## src/design/ufc_map.svh

```systemverilog
`ifndef UFC_MAP_SVH
`define UFC_MAP_SVH
`define UFC_OFF_DATA 3'h0
`define UFC_OFF_IER 3'h1
`define UFC_OFF_SFR 3'h1
`define UFC_OFF_SHARED 3'h2
`define UFC_OFF_LCR 3'h3
`define UFC_OFF_MCR 3'h4
`define UFC_OFF_RESUME_CHAR_FIRST 3'h4
`define UFC_OFF_LSR 3'h5
`define UFC_OFF_RESUME_CHAR_SECOND 3'h5
`define UFC_OFF_TCR 3'h6
`define UFC_OFF_PAUSE_CHAR_FIRST 3'h6
`define UFC_OFF_TLP 3'h7
`define UFC_OFF_PAUSE_CHAR_SECOND 3'h7
`define UFC_LCR_GATE 8'hBF
`define UFC_SFR_HIDE_BIT 2
`define UFC_EFR_CTS_BIT 7
`define UFC_EFR_RTS_BIT 6
`define UFC_EFR_SPEC_BIT 5
`define UFC_EFR_ENH_BIT 4
`define UFC_EFR_SWTX_HI 3
`define UFC_EFR_SWTX_LO 2
`define UFC_EFR_SWRX_HI 1
`define UFC_EFR_SWRX_LO 0
`define UFC_RST_EFR 8'h00
`define UFC_RST_LCR 8'h1D
`define UFC_RST_ZERO 8'h00
`define UFC_IIR_NONE 6'h01
`define UFC_IIR_RX 6'h04
`define UFC_IIR_TX 6'h02
`define UFC_IIR_XOFF 6'h10
`define UFC_FIFO_DEPTH 64
`define UFC_RXT0 7'd8
`define UFC_RXT1 7'd16
`define UFC_RXT2 7'd56
`define UFC_RXT3 7'd60
`define UFC_TXT0 7'd8
`define UFC_TXT1 7'd16
`define UFC_TXT2 7'd32
`define UFC_TXT3 7'd56
`endif

```

## src/design/ufc_pkg.sv

```systemverilog
package ufc_pkg;
    typedef struct packed {
        logic [2:0] addr;
        logic wr;
        logic rd;
        logic [7:0] wdata;
    } ufc_req_t;
    typedef struct packed {
        logic valid;
        logic [7:0] data;
    } ufc_char_t;
    typedef enum logic {UFC_TX_IDLE, UFC_TX_SECOND} ufc_txs_t;
endpackage : ufc_pkg

```

## src/design/ufc_char_ram.sv

```systemverilog
`timescale 1ns/1ps
`default_nettype none
module ufc_char_ram #(
    parameter int W = 8,
    parameter int AW = 6
) (
    input wire logic clk_i,
    input wire logic we_i,
    input wire logic [AW-1:0] waddr_i,
    input wire logic [W-1:0] wdata_i,
    input wire logic [AW-1:0] raddr_i,
    output logic [W-1:0] rdata_o
);
    logic [W-1:0] mem [0:(1<<AW)-1];
    logic [W-1:0] rdata_nxt;

    // Forwarding keeps the head valid one cycle after a write to it
    always_comb
    begin
        rdata_nxt = (we_i && (waddr_i == raddr_i)) ? wdata_i : mem[raddr_i];
    end

    always_ff @(posedge clk_i)
    begin
        if (we_i)
        begin
            mem[waddr_i] <= wdata_i;
        end
        rdata_o <= rdata_nxt;
    end
endmodule : ufc_char_ram
`default_nettype wire

```

## src/design/ufc_flow_ctrl.sv

```systemverilog
`timescale 1ns/1ps
`default_nettype none
`include "ufc_map.svh"
module ufc_flow_ctrl #(
    parameter int DEPTH = `UFC_FIFO_DEPTH,
    parameter int AW = 6
) (
    input wire logic clk_i,
    input wire logic rst_n_i,
    input wire ufc_pkg::ufc_req_t req_i,
    output logic [7:0] reg_rdata_o,
    input wire ufc_pkg::ufc_char_t rx_char_i,
    input wire logic tx_busy_i,
    output ufc_pkg::ufc_char_t tx_char_o,
    input wire logic cts_n_i,
    output logic rts_n_o,
    output logic sleep_o
);
    import ufc_pkg::*;

    logic [7:0] lcr_r, lcr_nxt, efr_r, efr_nxt, sfr_r, sfr_nxt, ier_r, ier_nxt;
    logic [7:0] mcr_r, mcr_nxt, tcr_r, tcr_nxt, tlp_r, tlp_nxt, fcr_r, fcr_nxt;
    logic [7:0] resume_char_first_r, resume_char_first_nxt, resume_char_second_r, resume_char_second_nxt, pause_char_first_r, pause_char_first_nxt, pause_char_second_r, pause_char_second_nxt;
    logic paused_r, paused_nxt, xoff_sent_r, xoff_sent_nxt;
    logic xoff_flag_r, xoff_flag_nxt, spec_flag_r, spec_flag_nxt, ovr_r, ovr_nxt;
    logic rts_act_r, rts_act_nxt, rts_n_nxt, sleep_nxt;
    logic [7:0] rdata_nxt, second_r, second_nxt;
    ufc_char_t tx_char_nxt;
    ufc_txs_t txs_r, txs_nxt;
    logic cts_s1_r, cts_s2_r;
    logic [AW-1:0] tx_wp_r, tx_wp_nxt, tx_rp_r, tx_rp_nxt, rx_wp_r, rx_wp_nxt, rx_rp_r, rx_rp_nxt;
    logic [AW:0] tx_cnt_r, tx_cnt_nxt, rx_cnt_r, rx_cnt_nxt, cap, halt_lvl, res_lvl;
    logic [7:0] tx_head, rx_head, interrupt_ident_reg;
    logic tx_push, tx_pop, rx_push, rx_pop, flush_tx, flush_rx;
    logic bf, efr_vis, enh, fifo_en, cts_ok, can_go, spec, xon_hit, xoff_hit;
    logic need_xoff, need_xon;
    logic [1:0] sw_tx, sw_rx;

    function automatic logic [AW:0] trig(input logic [1:0] sel, input logic en,
                                          input logic is_rx);
        logic [6:0] t;
        t = 7'd1;
        if (en)
        begin
            case (sel)
                2'd0: t = is_rx ? `UFC_RXT0 : `UFC_TXT0;
                2'd1: t = is_rx ? `UFC_RXT1 : `UFC_TXT1;
                2'd2: t = is_rx ? `UFC_RXT2 : `UFC_TXT2;
                default: t = is_rx ? `UFC_RXT3 : `UFC_TXT3;
            endcase
        end
        return (AW+1)'(t);
    endfunction : trig

    // Nibble of the trigger control register in units of four characters
    function automatic logic [AW:0] lvl(input logic [3:0] nib);
        return (AW+1)'({nib, 2'b00});
    endfunction : lvl

    assign bf = (lcr_r == `UFC_LCR_GATE);
    assign efr_vis = bf && !sfr_r[`UFC_SFR_HIDE_BIT];
    assign enh = efr_r[`UFC_EFR_ENH_BIT];
    assign fifo_en = fcr_r[0];
    assign cap = fifo_en ? (AW+1)'(DEPTH) : (AW+1)'(1);
    assign sw_tx = efr_r[`UFC_EFR_SWTX_HI:`UFC_EFR_SWTX_LO];
    assign sw_rx = efr_r[`UFC_EFR_SWRX_HI:`UFC_EFR_SWRX_LO];
    // Zero in the halt nibble would hold the line off for ever, so it means full
    assign halt_lvl = !fifo_en ? (AW+1)'(1) : (tcr_r[3:0] == 4'h0) ? cap : lvl(tcr_r[3:0]);
    assign res_lvl = fifo_en ? lvl(tcr_r[7:4]) : '0;
    // CTS is a pin, so only the second stage is read
    assign cts_ok = !efr_r[`UFC_EFR_CTS_BIT] || !cts_s2_r;
    assign can_go = !tx_busy_i && !tx_char_o.valid && cts_ok;
    assign spec = efr_r[`UFC_EFR_SPEC_BIT] && (rx_char_i.data == pause_char_second_r);

    ufc_char_ram #(.W(8), .AW(AW)) u_tx_ram (
        .clk_i(clk_i),
        .we_i(tx_push),
        .waddr_i(tx_wp_r),
        .wdata_i(req_i.wdata),
        .raddr_i(tx_rp_r),
        .rdata_o(tx_head)
    );

    ufc_char_ram #(.W(8), .AW(AW)) u_rx_ram (
        .clk_i(clk_i),
        .we_i(rx_push),
        .waddr_i(rx_wp_r),
        .wdata_i(rx_char_i.data),
        .raddr_i(rx_rp_r),
        .rdata_o(rx_head)
    );

    always_comb
    begin
        // High select bit compares the first pair, low bit the second; both means either
        xon_hit = (sw_rx[1] && (rx_char_i.data == resume_char_first_r))
                  || (sw_rx[0] && (rx_char_i.data == resume_char_second_r));
        xoff_hit = (sw_rx[1] && (rx_char_i.data == pause_char_first_r))
                   || (sw_rx[0] && (rx_char_i.data == pause_char_second_r));
        interrupt_ident_reg = {{2{fifo_en}}, `UFC_IIR_NONE};
        if (ier_r[0] && (rx_cnt_r >= trig(fcr_r[7:6], fifo_en, 1'b1)))
        begin
            interrupt_ident_reg[5:0] = `UFC_IIR_RX;
        end
        else if (ier_r[1] && ((cap - tx_cnt_r) >= trig(fcr_r[5:4], fifo_en, 1'b0)))
        begin
            interrupt_ident_reg[5:0] = `UFC_IIR_TX;
        end
        else if (ier_r[5] && (xoff_flag_r || spec_flag_r))
        begin
            interrupt_ident_reg[5:0] = `UFC_IIR_XOFF;
        end
        need_xoff = (sw_tx != 2'b00) && !xoff_sent_r && (rx_cnt_r >= halt_lvl);
        need_xon = xoff_sent_r && ((rx_cnt_r <= res_lvl) || (sw_tx == 2'b00));
    end

    always_comb
    begin
        {lcr_nxt, efr_nxt, sfr_nxt, ier_nxt} = {lcr_r, efr_r, sfr_r, ier_r};
        {mcr_nxt, tcr_nxt, tlp_nxt, fcr_nxt} = {mcr_r, tcr_r, tlp_r, fcr_r};
        {resume_char_first_nxt, resume_char_second_nxt, pause_char_first_nxt, pause_char_second_nxt} = {resume_char_first_r, resume_char_second_r, pause_char_first_r, pause_char_second_r};
        {paused_nxt, xoff_flag_nxt, spec_flag_nxt, ovr_nxt} =
            {paused_r, xoff_flag_r, spec_flag_r, ovr_r};
        rdata_nxt = reg_rdata_o;
        {flush_tx, flush_rx, tx_push, rx_pop} = 4'h0;
        if (req_i.wr)
        begin
            case (req_i.addr)
                `UFC_OFF_DATA: tx_push = !bf && (tx_cnt_r < cap);
                `UFC_OFF_IER:
                begin
                    if (bf)
                        sfr_nxt = req_i.wdata;
                    else
                        ier_nxt = {enh ? req_i.wdata[7:4] : ier_r[7:4], req_i.wdata[3:0]};
                end
                `UFC_OFF_SHARED:
                begin
                    if (efr_vis)
                        efr_nxt = req_i.wdata;
                    else if (!bf && req_i.wdata[0])
                    begin
                        fcr_nxt = {req_i.wdata[7:6], enh ? req_i.wdata[5:4] : fcr_r[5:4],
                                   4'h1};
                        flush_rx = req_i.wdata[1] || !fifo_en;
                        flush_tx = req_i.wdata[2] || !fifo_en;
                    end
                    else if (!bf)
                    begin
                        fcr_nxt = {fcr_r[7:1], 1'b0};
                        flush_rx = fifo_en;
                        flush_tx = fifo_en;
                    end
                end
                `UFC_OFF_LCR: lcr_nxt = req_i.wdata;
                `UFC_OFF_MCR:
                begin
                    if (bf)
                        resume_char_first_nxt = req_i.wdata;
                    else
                        mcr_nxt = {enh ? req_i.wdata[7:5] : mcr_r[7:5], req_i.wdata[4:0]};
                end
                `UFC_OFF_LSR: resume_char_second_nxt = bf ? req_i.wdata : resume_char_second_r;
                `UFC_OFF_TCR:
                begin
                    if (bf)
                        pause_char_first_nxt = req_i.wdata;
                    else if (enh)
                        tcr_nxt = req_i.wdata;
                end
                default:
                begin
                    if (bf)
                        pause_char_second_nxt = req_i.wdata;
                    else if (enh)
                        tlp_nxt = req_i.wdata;
                end
            endcase
        end
        if (req_i.rd)
        begin
            case (req_i.addr)
                `UFC_OFF_DATA:
                begin
                    rdata_nxt = bf ? `UFC_RST_ZERO : rx_head;
                    rx_pop = !bf && (rx_cnt_r != '0);
                end
                `UFC_OFF_IER: rdata_nxt = bf ? sfr_r : ier_r;
                `UFC_OFF_SHARED:
                begin
                    rdata_nxt = efr_vis ? efr_r : interrupt_ident_reg;
                    if (!efr_vis && interrupt_ident_reg[5:0] == `UFC_IIR_XOFF)
                    begin
                        xoff_flag_nxt = 1'b0;
                        spec_flag_nxt = 1'b0;
                    end
                end
                `UFC_OFF_LCR: rdata_nxt = lcr_r;
                `UFC_OFF_MCR: rdata_nxt = bf ? resume_char_first_r : mcr_r;
                `UFC_OFF_LSR:
                begin
                    rdata_nxt = bf ? resume_char_second_r : {1'b0, tx_cnt_r == '0 && !tx_busy_i,
                                               tx_cnt_r < cap, 3'b000, ovr_r, rx_cnt_r != '0};
                    ovr_nxt = bf ? ovr_r : 1'b0;
                end
                `UFC_OFF_TCR: rdata_nxt = bf ? pause_char_first_r : tcr_r;
                default: rdata_nxt = bf ? pause_char_second_r : tlp_r;
            endcase
        end
        // Receive side: flags set after the read clear, so a new event wins
        rx_push = 1'b0;
        if (rx_char_i.valid)
        begin
            if (xoff_hit)
            begin
                paused_nxt = 1'b1;
                xoff_flag_nxt = 1'b1;
                spec_flag_nxt = spec_flag_nxt || spec;
            end
            else if (xon_hit)
            begin
                paused_nxt = 1'b0;
            end
            else
            begin
                rx_push = (rx_cnt_r < cap) && !flush_rx;
                ovr_nxt = ovr_nxt || (rx_cnt_r >= cap);
                spec_flag_nxt = spec_flag_nxt || spec;
            end
        end
        if (sw_rx == 2'b00)
        begin
            paused_nxt = 1'b0;
        end
    end

    // Transmit launch: flow characters first, then data
    always_comb
    begin
        txs_nxt = txs_r;
        second_nxt = second_r;
        xoff_sent_nxt = xoff_sent_r;
        tx_char_nxt = '0;
        tx_pop = 1'b0;
        case (txs_r)
            UFC_TX_IDLE:
            begin
                if (can_go && (need_xoff || need_xon))
                begin
                    // One pause per crossing of the halt level, cleared by the resume
                    xoff_sent_nxt = need_xoff;
                    case (sw_tx)
                        2'b10: tx_char_nxt.data = need_xoff ? pause_char_first_r : resume_char_first_r;
                        2'b01: tx_char_nxt.data = need_xoff ? pause_char_second_r : resume_char_second_r;
                        2'b11:
                        begin
                            tx_char_nxt.data = need_xoff ? pause_char_first_r : resume_char_first_r;
                            second_nxt = need_xoff ? pause_char_second_r : resume_char_second_r;
                            txs_nxt = UFC_TX_SECOND;
                        end
                        default: tx_char_nxt.data = resume_char_first_r;
                    endcase
                    tx_char_nxt.valid = (sw_tx != 2'b00) || need_xoff;
                end
                else if (can_go && (tx_cnt_r != '0) && !paused_r && !flush_tx)
                begin
                    tx_char_nxt = '{valid: 1'b1, data: tx_head};
                    tx_pop = 1'b1;
                end
            end
            UFC_TX_SECOND:
            begin
                if (can_go)
                begin
                    tx_char_nxt = '{valid: 1'b1, data: second_r};
                    txs_nxt = UFC_TX_IDLE;
                end
            end
            default: txs_nxt = UFC_TX_IDLE;
        endcase
    end

    always_comb
    begin
        tx_wp_nxt = flush_tx ? '0 : tx_wp_r + AW'(tx_push);
        tx_rp_nxt = flush_tx ? '0 : tx_rp_r + AW'(tx_pop);
        tx_cnt_nxt = flush_tx ? '0 : tx_cnt_r + (AW+1)'(tx_push) - (AW+1)'(tx_pop);
        rx_wp_nxt = flush_rx ? '0 : rx_wp_r + AW'(rx_push);
        rx_rp_nxt = flush_rx ? '0 : rx_rp_r + AW'(rx_pop);
        rx_cnt_nxt = flush_rx ? '0 : rx_cnt_r + (AW+1)'(rx_push) - (AW+1)'(rx_pop);
        rts_act_nxt = rts_act_r;
        if (rx_cnt_r >= halt_lvl)
            rts_act_nxt = 1'b0;
        else if (rx_cnt_r <= res_lvl)
            rts_act_nxt = 1'b1;
        rts_n_nxt = efr_r[`UFC_EFR_RTS_BIT] ? !rts_act_nxt : !mcr_r[1];
        sleep_nxt = enh && ier_r[4] && (tx_cnt_r == '0) && (rx_cnt_r == '0)
                    && !tx_busy_i;
    end

    always_ff @(posedge clk_i or negedge rst_n_i)
    begin
        if (!rst_n_i)
        begin
            lcr_r <= `UFC_RST_LCR;
            efr_r <= `UFC_RST_EFR;
            {sfr_r, ier_r, mcr_r, tcr_r, tlp_r, fcr_r} <= '0;
            {resume_char_first_r, resume_char_second_r, pause_char_first_r, pause_char_second_r, second_r} <= '0;
            {paused_r, xoff_sent_r, xoff_flag_r, spec_flag_r, ovr_r} <= '0;
            {rts_act_r, rts_n_o} <= 2'h3;
            sleep_o <= 1'b0;
            reg_rdata_o <= `UFC_RST_ZERO;
            tx_char_o <= '0;
            txs_r <= UFC_TX_IDLE;
            {cts_s1_r, cts_s2_r} <= 2'b11;
            {tx_wp_r, tx_rp_r, rx_wp_r, rx_rp_r} <= '0;
            {tx_cnt_r, rx_cnt_r} <= '0;
        end
        else
        begin
            lcr_r <= lcr_nxt;
            efr_r <= efr_nxt;
            {sfr_r, ier_r, mcr_r, tcr_r, tlp_r, fcr_r} <=
                {sfr_nxt, ier_nxt, mcr_nxt, tcr_nxt, tlp_nxt, fcr_nxt};
            {resume_char_first_r, resume_char_second_r, pause_char_first_r, pause_char_second_r, second_r} <=
                {resume_char_first_nxt, resume_char_second_nxt, pause_char_first_nxt, pause_char_second_nxt, second_nxt};
            {paused_r, xoff_sent_r, xoff_flag_r, spec_flag_r, ovr_r} <=
                {paused_nxt, xoff_sent_nxt, xoff_flag_nxt, spec_flag_nxt, ovr_nxt};
            {rts_act_r, rts_n_o, sleep_o} <= {rts_act_nxt, rts_n_nxt, sleep_nxt};
            reg_rdata_o <= rdata_nxt;
            tx_char_o <= tx_char_nxt;
            txs_r <= txs_nxt;
            {cts_s2_r, cts_s1_r} <= {cts_s1_r, cts_n_i};
            {tx_wp_r, tx_rp_r, rx_wp_r, rx_rp_r} <= {tx_wp_nxt, tx_rp_nxt, rx_wp_nxt, rx_rp_nxt};
            {tx_cnt_r, rx_cnt_r} <= {tx_cnt_nxt, rx_cnt_nxt};
        end
    end
endmodule : ufc_flow_ctrl
`default_nettype wire

```

## config.mk

```make
export PLATFORM = sky130hd
export DESIGN_NAME = ufc_flow_ctrl
export DESIGN_NICKNAME = d
export VERILOG_FILES = /design/src/design/ufc_pkg.sv /design/src/design/ufc_char_ram.sv /design/src/design/ufc_flow_ctrl.sv
export VERILOG_INCLUDE_DIRS = /design/src /design/src/design
export SDC_FILE = /design/constraint.sdc
export NUM_CORES = 1
export LEC_CHECK = 0
export BUFFER_PORTS_ARGS = -buffer_cell sky130_fd_sc_hd__buf_2
export CELL_PAD_IN_SITES_DETAIL_PLACEMENT = 1
export CELL_PAD_IN_SITES_GLOBAL_PLACEMENT = 1
export CORE_AREA = 3 3 242 362
export CTS_BUF_LIST = sky130_fd_sc_hd__clkbuf_16
export DETAILED_ROUTE_END_ITERATION = 7
export DIE_AREA = 0 0 245 365
export GPL_TIMING_DRIVEN = 1
export PLACE_DENSITY_LB_ADDON = 0.1
export SYNTH_ARGS = -nofsm -noshare
export SYNTH_HDL_FRONTEND = slang
export SYNTH_HIERARCHICAL = 1
export SYNTH_SLANG_ARGS = --single-unit
```

## constraint.sdc

```tcl
create_clock -name clk_i -period 8.2 [get_ports clk_i]
set_clock_uncertainty 0.15 [all_clocks]
set_input_delay 0.82 -clock clk_i [delete_from_list [all_inputs] [get_ports clk_i]]
set_output_delay 0.82 -clock clk_i [all_outputs]
set_load 0.02 [all_outputs]
```

==> flow_summary_export.csv, run 1 <==
group,metric,value,unit
sta,fin_crit_sh,68.1,%
pwr,p_leak,0.0184,uW
global_routing,antenna_found_initial,4,
global_routing,grt_overflow,0,
worst_setup_path,r2r_cells,19,
worst_setup_path,cp.required,8.62,ns
global_routing,grt.busiest_layer,"met2",
floorplanning,die_h,365,microns
global_routing,grt_max_degree,97,
sta,min_period,5.58,ns
global_routing,use_met3,3.41,%
worst_setup_path,cp_slowest_cell,"dfrtp_1",
finish,reg_top3,"u_rx_ram/mem (512), u_tx_ram/mem (512), tx_char_o (9)",
clock_tree,clk_latency,0.70,ns
floorplanning,core_area,0.0851,sq mm
sta,hold_viol,0,
sta,maxSlewHeadroom,16.5,%
logic_synthesis,ys_seq_area_share,70.8,%
worst_setup_path,cp-end-kind,"flop",
pwr,p_switching,4890,uW
logic_synthesis,ys_seq_elements,1203,
routing,ant_nets,0,
finish,multiInputGateArea,0.0136,sq mm
sta,setup_viol_count_final,0,
floorplanning,initial_core_util,58.4,%
logic_synthesis,yosysWarnings,6,
logic_synthesis,synth_cell_type_count,77,
global_routing,grtUsageMet1,33.7,%
min_path,hold_class,"in2async",
pwr,p_int,11600,uW
pwr,p_sw_share,29.6,%
routing,wl,133000,microns
clock_tree,cts_max_level,3,
routing,num_vias,26500,
finish,n_fill_cell,7087,
finish,area_delta_synth_final,9.84,%
logic_synthesis,synth_async_sr_flop_share,13.9,%
logic_synthesis,synth_edf_count,1024,
global_routing,first_global_vias,28600,
clock_tree,cts_hold_buf,0,
finish,layout_commonest_cell,"edfxtp_1",
logic_synthesis,syn_area,0.0497,sq mm
floorplanning,die_area,0.0894,sq mm
logic_synthesis,synth_ff_type,"edfxtp_1",
place,placed_cell_area,0.0510,sq mm
worst_setup_path,crit_fanout,25,
global_routing,grt_first_pass_wirelength,197000,microns
finish,final_layout_size_suffix_gt1_share,23.5,%
routing,route.detailed.drc,0,
sta,worst_pin_slew,1.24,ns
routing,vias_per_cell,6.55,
pwr,irDropWorstVdd,0.282,mV
worst_setup_path,slowest_delay,0.88,ns
pwr,p_per_area,302,mW/mm^2
job,drv_cap,0,
worst_setup_path,crit_path_frequent_cell,"inv_1",
clock_tree,cts_sinks,1203,
sta,maxSlewViolCount,0,
place,place.gp.congestion,0.912,
floorplanning,die_w,245,microns
pwr,p_comb_share,24.7,%
logic_synthesis,synth_cells,2761,
sta,rsz0062_at_grt,"false",
logic_synthesis,synth.top_cell.area_share,61.9,%
global_routing,gr-usage-met2,56.9,%
finish,nets,2903,
global_routing,grt_usage,30.4,%
routing,drt_first_iter_violations,2034,
finish,utilization,64.2,%
sta,fmax,0.179,GHz
clock_tree,cts_buffers,107,
worst_setup_path,crit_chain,"inv_1, ha_1, nor4b_2, or4_4, a21o_1, o21ai_1, or4_1, inv_1, ha_1, inv_1, ha_1, inv_1, fa_1, o21bai_1, a21oi_1, o21bai_1, a21oi_1, xnor2_1, nor2_1",
logic_synthesis,synth_nets,2844,
worst_setup_path,regToRegStartpoint,"fcr_r[0]",
finish,regArea,0.0352,sq mm
worst_setup_path,crit_path_start_kind,"flop",
clock_tree,cts_resized,0,
routing,routedWlPerCell,32.9,microns
logic_synthesis,synth_area_leader_cell,"edfxtp_1",
worst_setup_path,cp.arrival,6.00,ns
routing,drtPass1Iterations,6,
logic_synthesis,avgSynthCellArea,18.0,sq um
clock_tree,cts_tree,"built",
sta,timing.hold.ws,0.0532,ns
sta,fin_tns_setup,0,ns
clock_tree,cts-root-buf,"clkbuf_16",
place,io_buffers,44,
outcome,status,"completed",
worst_setup_path,crit_start,"fcr_r[0]",
worst_setup_path,crit_type,"reg2reg",
floorplanning,io_pins,45,
pwr,clkPwrFrac,31.3,%
finish,most-common-layout-cells,"1024 x edfxtp_1, 255 x mux4_2, 224 x nor2_1",
clock_tree,clkTransAtPathRegs,0.07,ns
place,dpl.hpwl,88800,microns
clock_tree,ctsLongestPathBuffers,3,
logic_synthesis,synthTopCellsByArea,"edfxtp_1 62%, mux4_2 12%, dfrtp_1 8.0%",
finish,design_area,0.0546,sq mm
clock_tree,postCtsSetupBuffers,0,
pwr,seqPwrFrac,44.0,%
floorplanning,placementRows,131,
## critical path, delay by kind of cell, from the launching register on
kind / cells / cell delay [ns]
fa+ha+maj: 4 / 1.20
compound gates: 6 / 1.21
simple gates: 4 / 1.34
buf+inv: 4 / 0.50
xor+xnor: 1 / 0.18
flops: 1 / 0.88
## synthesized netlist by cell type, types with 8 or more instances
| library cell | number |
|---|---|
| a211oi_1 | 12 |
| a21oi_1 | 33 |
| a221oi_1 | 19 |
| a222oi_1 | 10 |
| a22oi_1 | 10 |
| a31oi_1 | 8 |
| buf_1 | 13 |
| buf_2 | 25 |
| buf_4 | 26 |
| buf_6 | 8 |
| clkbuf_1 | 65 |
| dfrtp_1 | 159 |
| dfstp_2 | 8 |
| dfxtp_1 | 12 |
| edfxtp_1 | 1024 |
| ha_1 | 55 |
| inv_1 | 41 |
| mux2_2 | 139 |
| mux2_4 | 8 |
| mux2i_1 | 54 |
| mux4_2 | 255 |
| nand2_1 | 132 |
| nand2b_1 | 13 |
| nand3_1 | 59 |
| nand3b_1 | 8 |
| nand4_1 | 16 |
| nor2_1 | 225 |
| nor2b_1 | 47 |
| nor3_1 | 24 |
| nor4_1 | 11 |
| o2111ai_1 | 8 |
| o21a_1 | 8 |
| o21ai_0 | 21 |
| o221ai_1 | 25 |
| o22ai_1 | 19 |
| o2bb2ai_1 | 9 |
| xnor2_1 | 33 |
| xor2_1 | 31 |
## per-stage QoR
step                      total power (uW)  setup WS, ns  cells
after global routing                 17100          2.21   4042
after floorplan                      10100          3.54   2761
after global placement               11400          2.73   3841
after detailed placement             11500          2.53   3841
after CTS                            16600          2.57   4040
final                                16500          2.62   4043
## routing by layer
| layer | vias to the layer above | wire, microns | part of all wire (%) |
|---|---|---|---|
| met3 | 332 | 5710 | 4.3 |
| met4 | 0 | 8770 | 6.6 |
| li1 | 11100 | - | - |
| met2 | 953 | 73500 | 55 |
| met5 | - | 0 | 0 |
| met1 | 14100 | 45200 | 34 |
## layout make-up
class / instances / area share, %
Sequential cell: 1203 / 64.5
Multi-Input combinational cell: 1376 / 24.9
Clock buffer: 112 / 5.13
Tap cell: 1130 / 2.59
Clock inverter: 87 / 1.50
Timing Repair Buffer: 91 / 1.08
Inverter: 41 / 0.282
Antenna cell: 3 / 0.0137
## path summary, 6_finish.rpt
path                                end  slack (ns)
min in group clk_i             cts_s1_r        0.09
min reg2reg                    cts_s2_r        0.21
max reg2reg                 tx_cnt_r[6]        2.62
max in group asynchronous   tx_cnt_r[1]        6.24
max                         tx_cnt_r[6]        2.62
min                        tx_char_o[8]        0.05
## cell families after synthesis
kind of cell	synth area share, %
muxes	16.0
DFF	70.8
buffers and inverters	1.88
xor gates and xnor gates	1.13
AOI/OAI and AO/OA	3.57
adders and majority gates	1.46
and+or+nand+nor	5.17
## power groups by stage
stage          logic, uW  clock network (uW)  registers (uW)
2_1_floorplan       3060                   0            7080
3_3_place_gp        3970                   0            7380
3_5_place_dp        4070                   0            7400
4_1_cts             4100                5250            7270
5_1_grt             4320                5510            7300
6_report            4080                5170            7260
(Power assumes the default switching activity.)
==> run 2, diff against run 1 <==
--- a/config.mk
+++ b/config.mk
@@ -6,13 +6,14 @@
 export SDC_FILE = /design/constraint.sdc
 export NUM_CORES = 1
 export LEC_CHECK = 0
+export ABC_AREA = 1
 export BUFFER_PORTS_ARGS = -buffer_cell sky130_fd_sc_hd__buf_2
 export CELL_PAD_IN_SITES_DETAIL_PLACEMENT = 1
 export CELL_PAD_IN_SITES_GLOBAL_PLACEMENT = 1
-export CORE_AREA = 3 3 242 362
+export CORE_AREA = 3 3 280 419
 export CTS_BUF_LIST = sky130_fd_sc_hd__clkbuf_16
 export DETAILED_ROUTE_END_ITERATION = 7
-export DIE_AREA = 0 0 245 365
+export DIE_AREA = 0 0 283 422
 export GPL_TIMING_DRIVEN = 1
 export PLACE_DENSITY_LB_ADDON = 0.1
 export SYNTH_ARGS = -nofsm -noshare
==> constraint.sdc (replaced) <==
create_clock -name clk_i -period 5.1 [get_ports clk_i]
set_clock_uncertainty 0.15 [all_clocks]
set_input_delay 0.51 -clock clk_i [delete_from_list [all_inputs] [get_ports clk_i]]
set_output_delay 0.51 -clock clk_i [all_outputs]
set_load 0.02 [all_outputs]
==> run 2 against run 1 <==
  * Cell count rose by 61%
  * Total power is 75% higher
  * Register-to-register slack got worse by 2.0 ns
  * Clock power is 65% higher
  * First-iteration DRC count rose by 24%
  * Maximum frequency increased by 25%
  * Hold slack gained 0.017 ns
  * Global-route usage shrank 4.0 points
  * Largest power group unchanged
==> flow_summary_export.csv, run 2 <==
group,metric,value,unit
logic_synthesis,synth_cells,4859,
logic_synthesis,ys_seq_area_share,67.4,%
finish,n_fill_cell,12300,
logic_synthesis,post-synth-top-count-cell,"nand2_1",
worst_setup_path,crit_type,"reg2reg",
worst_setup_path,path_delay_family,"simple AND/OR/NAND/NOR gates",
worst_setup_path,cp_slowest_cell,"nor2_1",
place,dpl.hpwl,105000,microns
global_routing,grt_usage,26.4,%
worst_setup_path,path_buf_inv,2,
logic_synthesis,synth_nets,4942,
routing,drtPass1Iterations,5,
sta,fmax,0.225,GHz
floorplanning,initial_core_util,45.7,%
logic_synthesis,ys_seq_elements,1203,
routing,ant_nets,0,
global_routing,first_global_vias,37800,
routing,drt_first_iter_violations,2522,
finish,final_layout_size_suffix_gt1_share,7.33,%
min_path,hold_class,"in2reg",
pwr,irDropWorstVdd,0.390,mV
routing,wl,159000,microns
global_routing,antenna_found_initial,1,
floorplanning,core_area,0.114,sq mm
logic_synthesis,synth_cell_type_count,48,
clock_tree,cts_buffers,115,
sta,maxSlewHeadroom,29.7,%
clock_tree,postCtsSetupBuffers,0,
clock_tree,clkTransAtPathRegs,0.07,ns
floorplanning,io_pins,45,
logic_synthesis,avgSynthCellArea,10.7,sq um
logic_synthesis,synthTopCellsByArea,"edfxtp_1 59%, nand2_1 12%, nand3_1 9.2%",
worst_setup_path,crit_fanout,14,
place,place.gp.congestion,0.908,
outcome,status,"completed",
clock_tree,cts_resized,0,
clock_tree,cts_sinks,1203,
logic_synthesis,synth_async_sr_flop_share,13.9,%
routing,route.detailed.drc,0,
place,io_buffers,44,
logic_synthesis,synth_area_leader_cell,"edfxtp_1",
finish,nets,4938,
finish,reg_top3,"u_rx_ram/mem (512), u_tx_ram/mem (512), tx_char_o (9)",
logic_synthesis,synth_ff_type,"edfxtp_1",
logic_synthesis,synthTopCellsByCount,"1655 x nand2_1, 1024 x edfxtp_1, 962 x nand3_1",
global_routing,grt_first_pass_wirelength,239000,microns
finish,area_delta_synth_final,9.58,%
floorplanning,die_h,422,microns
clock_tree,clk_latency,0.73,ns
logic_synthesis,yosysWarnings,6,
worst_setup_path,crit_chain,"inv_1, ha_1, nand2_1, nand2_1, nand3_1, a21oi_1, o21ai_0, nor2_1, buf_4, nand4_1, nor2_1",
worst_setup_path,cp.arrival,4.65,ns
sta,maxSlewViolCount,0,
job,drv_cap,0,
routing,num_vias,35800,
finish,layout.cells.non_filler,6494,
sta,min_period,4.45,ns
clock_tree,cts_tree,"built",
clock_tree,cts_hold_buf,7,
global_routing,grt_max_degree,150,
worst_setup_path,slowest_delay,0.95,ns
finish,most-common-layout-cells,"1655 x nand2_1, 1024 x edfxtp_1, 962 x nand3_1",
clock_tree,ctsLongestPathBuffers,3,
floorplanning,die_w,283,microns
sta,fin_tns_setup,0,ns
pwr,p_leak,0.0217,uW
pwr,p_per_area,506,mW/mm^2
sta,fin_crit_sh,87.3,%
logic_synthesis,syn_area,0.0522,sq mm
worst_setup_path,r2r_slack,0.65,ns
logic_synthesis,synth.top_cell.area_share,58.9,%
floorplanning,placementRows,152,
clock_tree,cts-root-buf,"clkbuf_16",
logic_synthesis,synth_edf_count,1024,
worst_setup_path,cp-end-kind,"flop",
sta,hold_viol,0,
sta,worst_pin_slew,1.05,ns
routing,routedWlPerCell,24.5,microns
worst_setup_path,cp.required,5.30,ns
floorplanning,die_area,0.119,sq mm
place,dp_cells,6271,
clock_tree,cts_max_level,3,
global_routing,grt_overflow,0,
sta,rsz0062_at_grt,"false",
routing,vias_per_cell,5.51,
sta,setup_viol_count_final,0,
finish,layout_commonest_cell,"nand2_1",
worst_setup_path,crit_path_start_kind,"flop",
## run 2: cell families after synthesis
| family | Yosys count | share of synthesized area (%) |
|---|---|---|
| buffers and inverters | 430 | 4.64 |
| AO/OA/AOI/OAI | 211 | 2.21 |
| flip-flops | 1203 | 67.4 |
| XOR/XNOR | 23 | 0.386 |
| adder cells (fa/ha/maj) | 57 | 1.39 |
| AND/OR/NAND/NOR | 2935 | 24.0 |
## run 2: area by class of cell
type	instances	area [sq um]	share of cell area (%)
Antenna cell	1	2.50	0.00437
Clock buffer	118	2950	5.16
Clock inverter	97	777	1.36
Inverter	166	644	1.13
Multi-Input combinational cell	3226	14600	25.6
Sequential cell	1203	35200	61.5
Tap cell	1540	1930	3.37
Timing Repair Buffer	143	1100	1.93
## run 2: through the flow
stage	util (%)	worst slack, ns	power [uW]	hold WS (ns)	instance area (sq um)
6_report	50.1	0.647	29000	0.0699	57200
5_1_grt	50.1	0.362	30500	0.0298	57200
4_1_cts	50.1	0.681	29300	0.0191	57200
3_5_place_dp	46.7	0.688	20700	0.197	53400
3_3_place_gp	46.7	0.802	20600	0.196	53400
2_1_floorplan	-	1.18	17800	0.0644	52200
## run 2: path summary, 6_finish.rpt
kind	startpoint	to	cells past startpoint
min	req_i[0]	u_tx_ram/mem[39][0]	1
max	fcr_r[0]	u_rx_ram/mem[13][7]	11
min in group asynchronous	rst_n_i	reg_rdata_o[1]	2
min reg2reg	cts_s1_r	cts_s2_r	0
max reg2reg	fcr_r[0]	u_rx_ram/mem[13][7]	11
max in group asynchronous	rst_n_i	tx_char_o[7]	3
## run 2: per-layer routing
metal  wire length, microns  share of wire [%]  track usage [%]  vias up
li1                       -                  -                -    16700
met1                  59800                 38             29.6    18100
met2                  86100                 54             50.2      702
met3                   5240                3.3             2.54      266
met4                   7610                4.8             12.4        0
met5                      0                  0                0        -
## run 2: power breakdown
| part | switching (uW) | internal [uW] | total (uW) |
|---|---|---|---|
| Combinational | 6580 | 2470 | 9050 |
| Clock | 3810 | 4710 | 8520 |
| Sequential | 390 | 11000 | 11400 |
| Total | 10800 | 18200 | 29000 |
## run 2: worst register-to-register path: cells and delay by family, from the launching register on
kind | cells | cell delay (ns)
buf+inv | 2 | 0.58
flops | 1 | 0.54
compound gates | 2 | 0.45
fa+ha+maj | 1 | 0.25
simple gates | 6 | 2.12
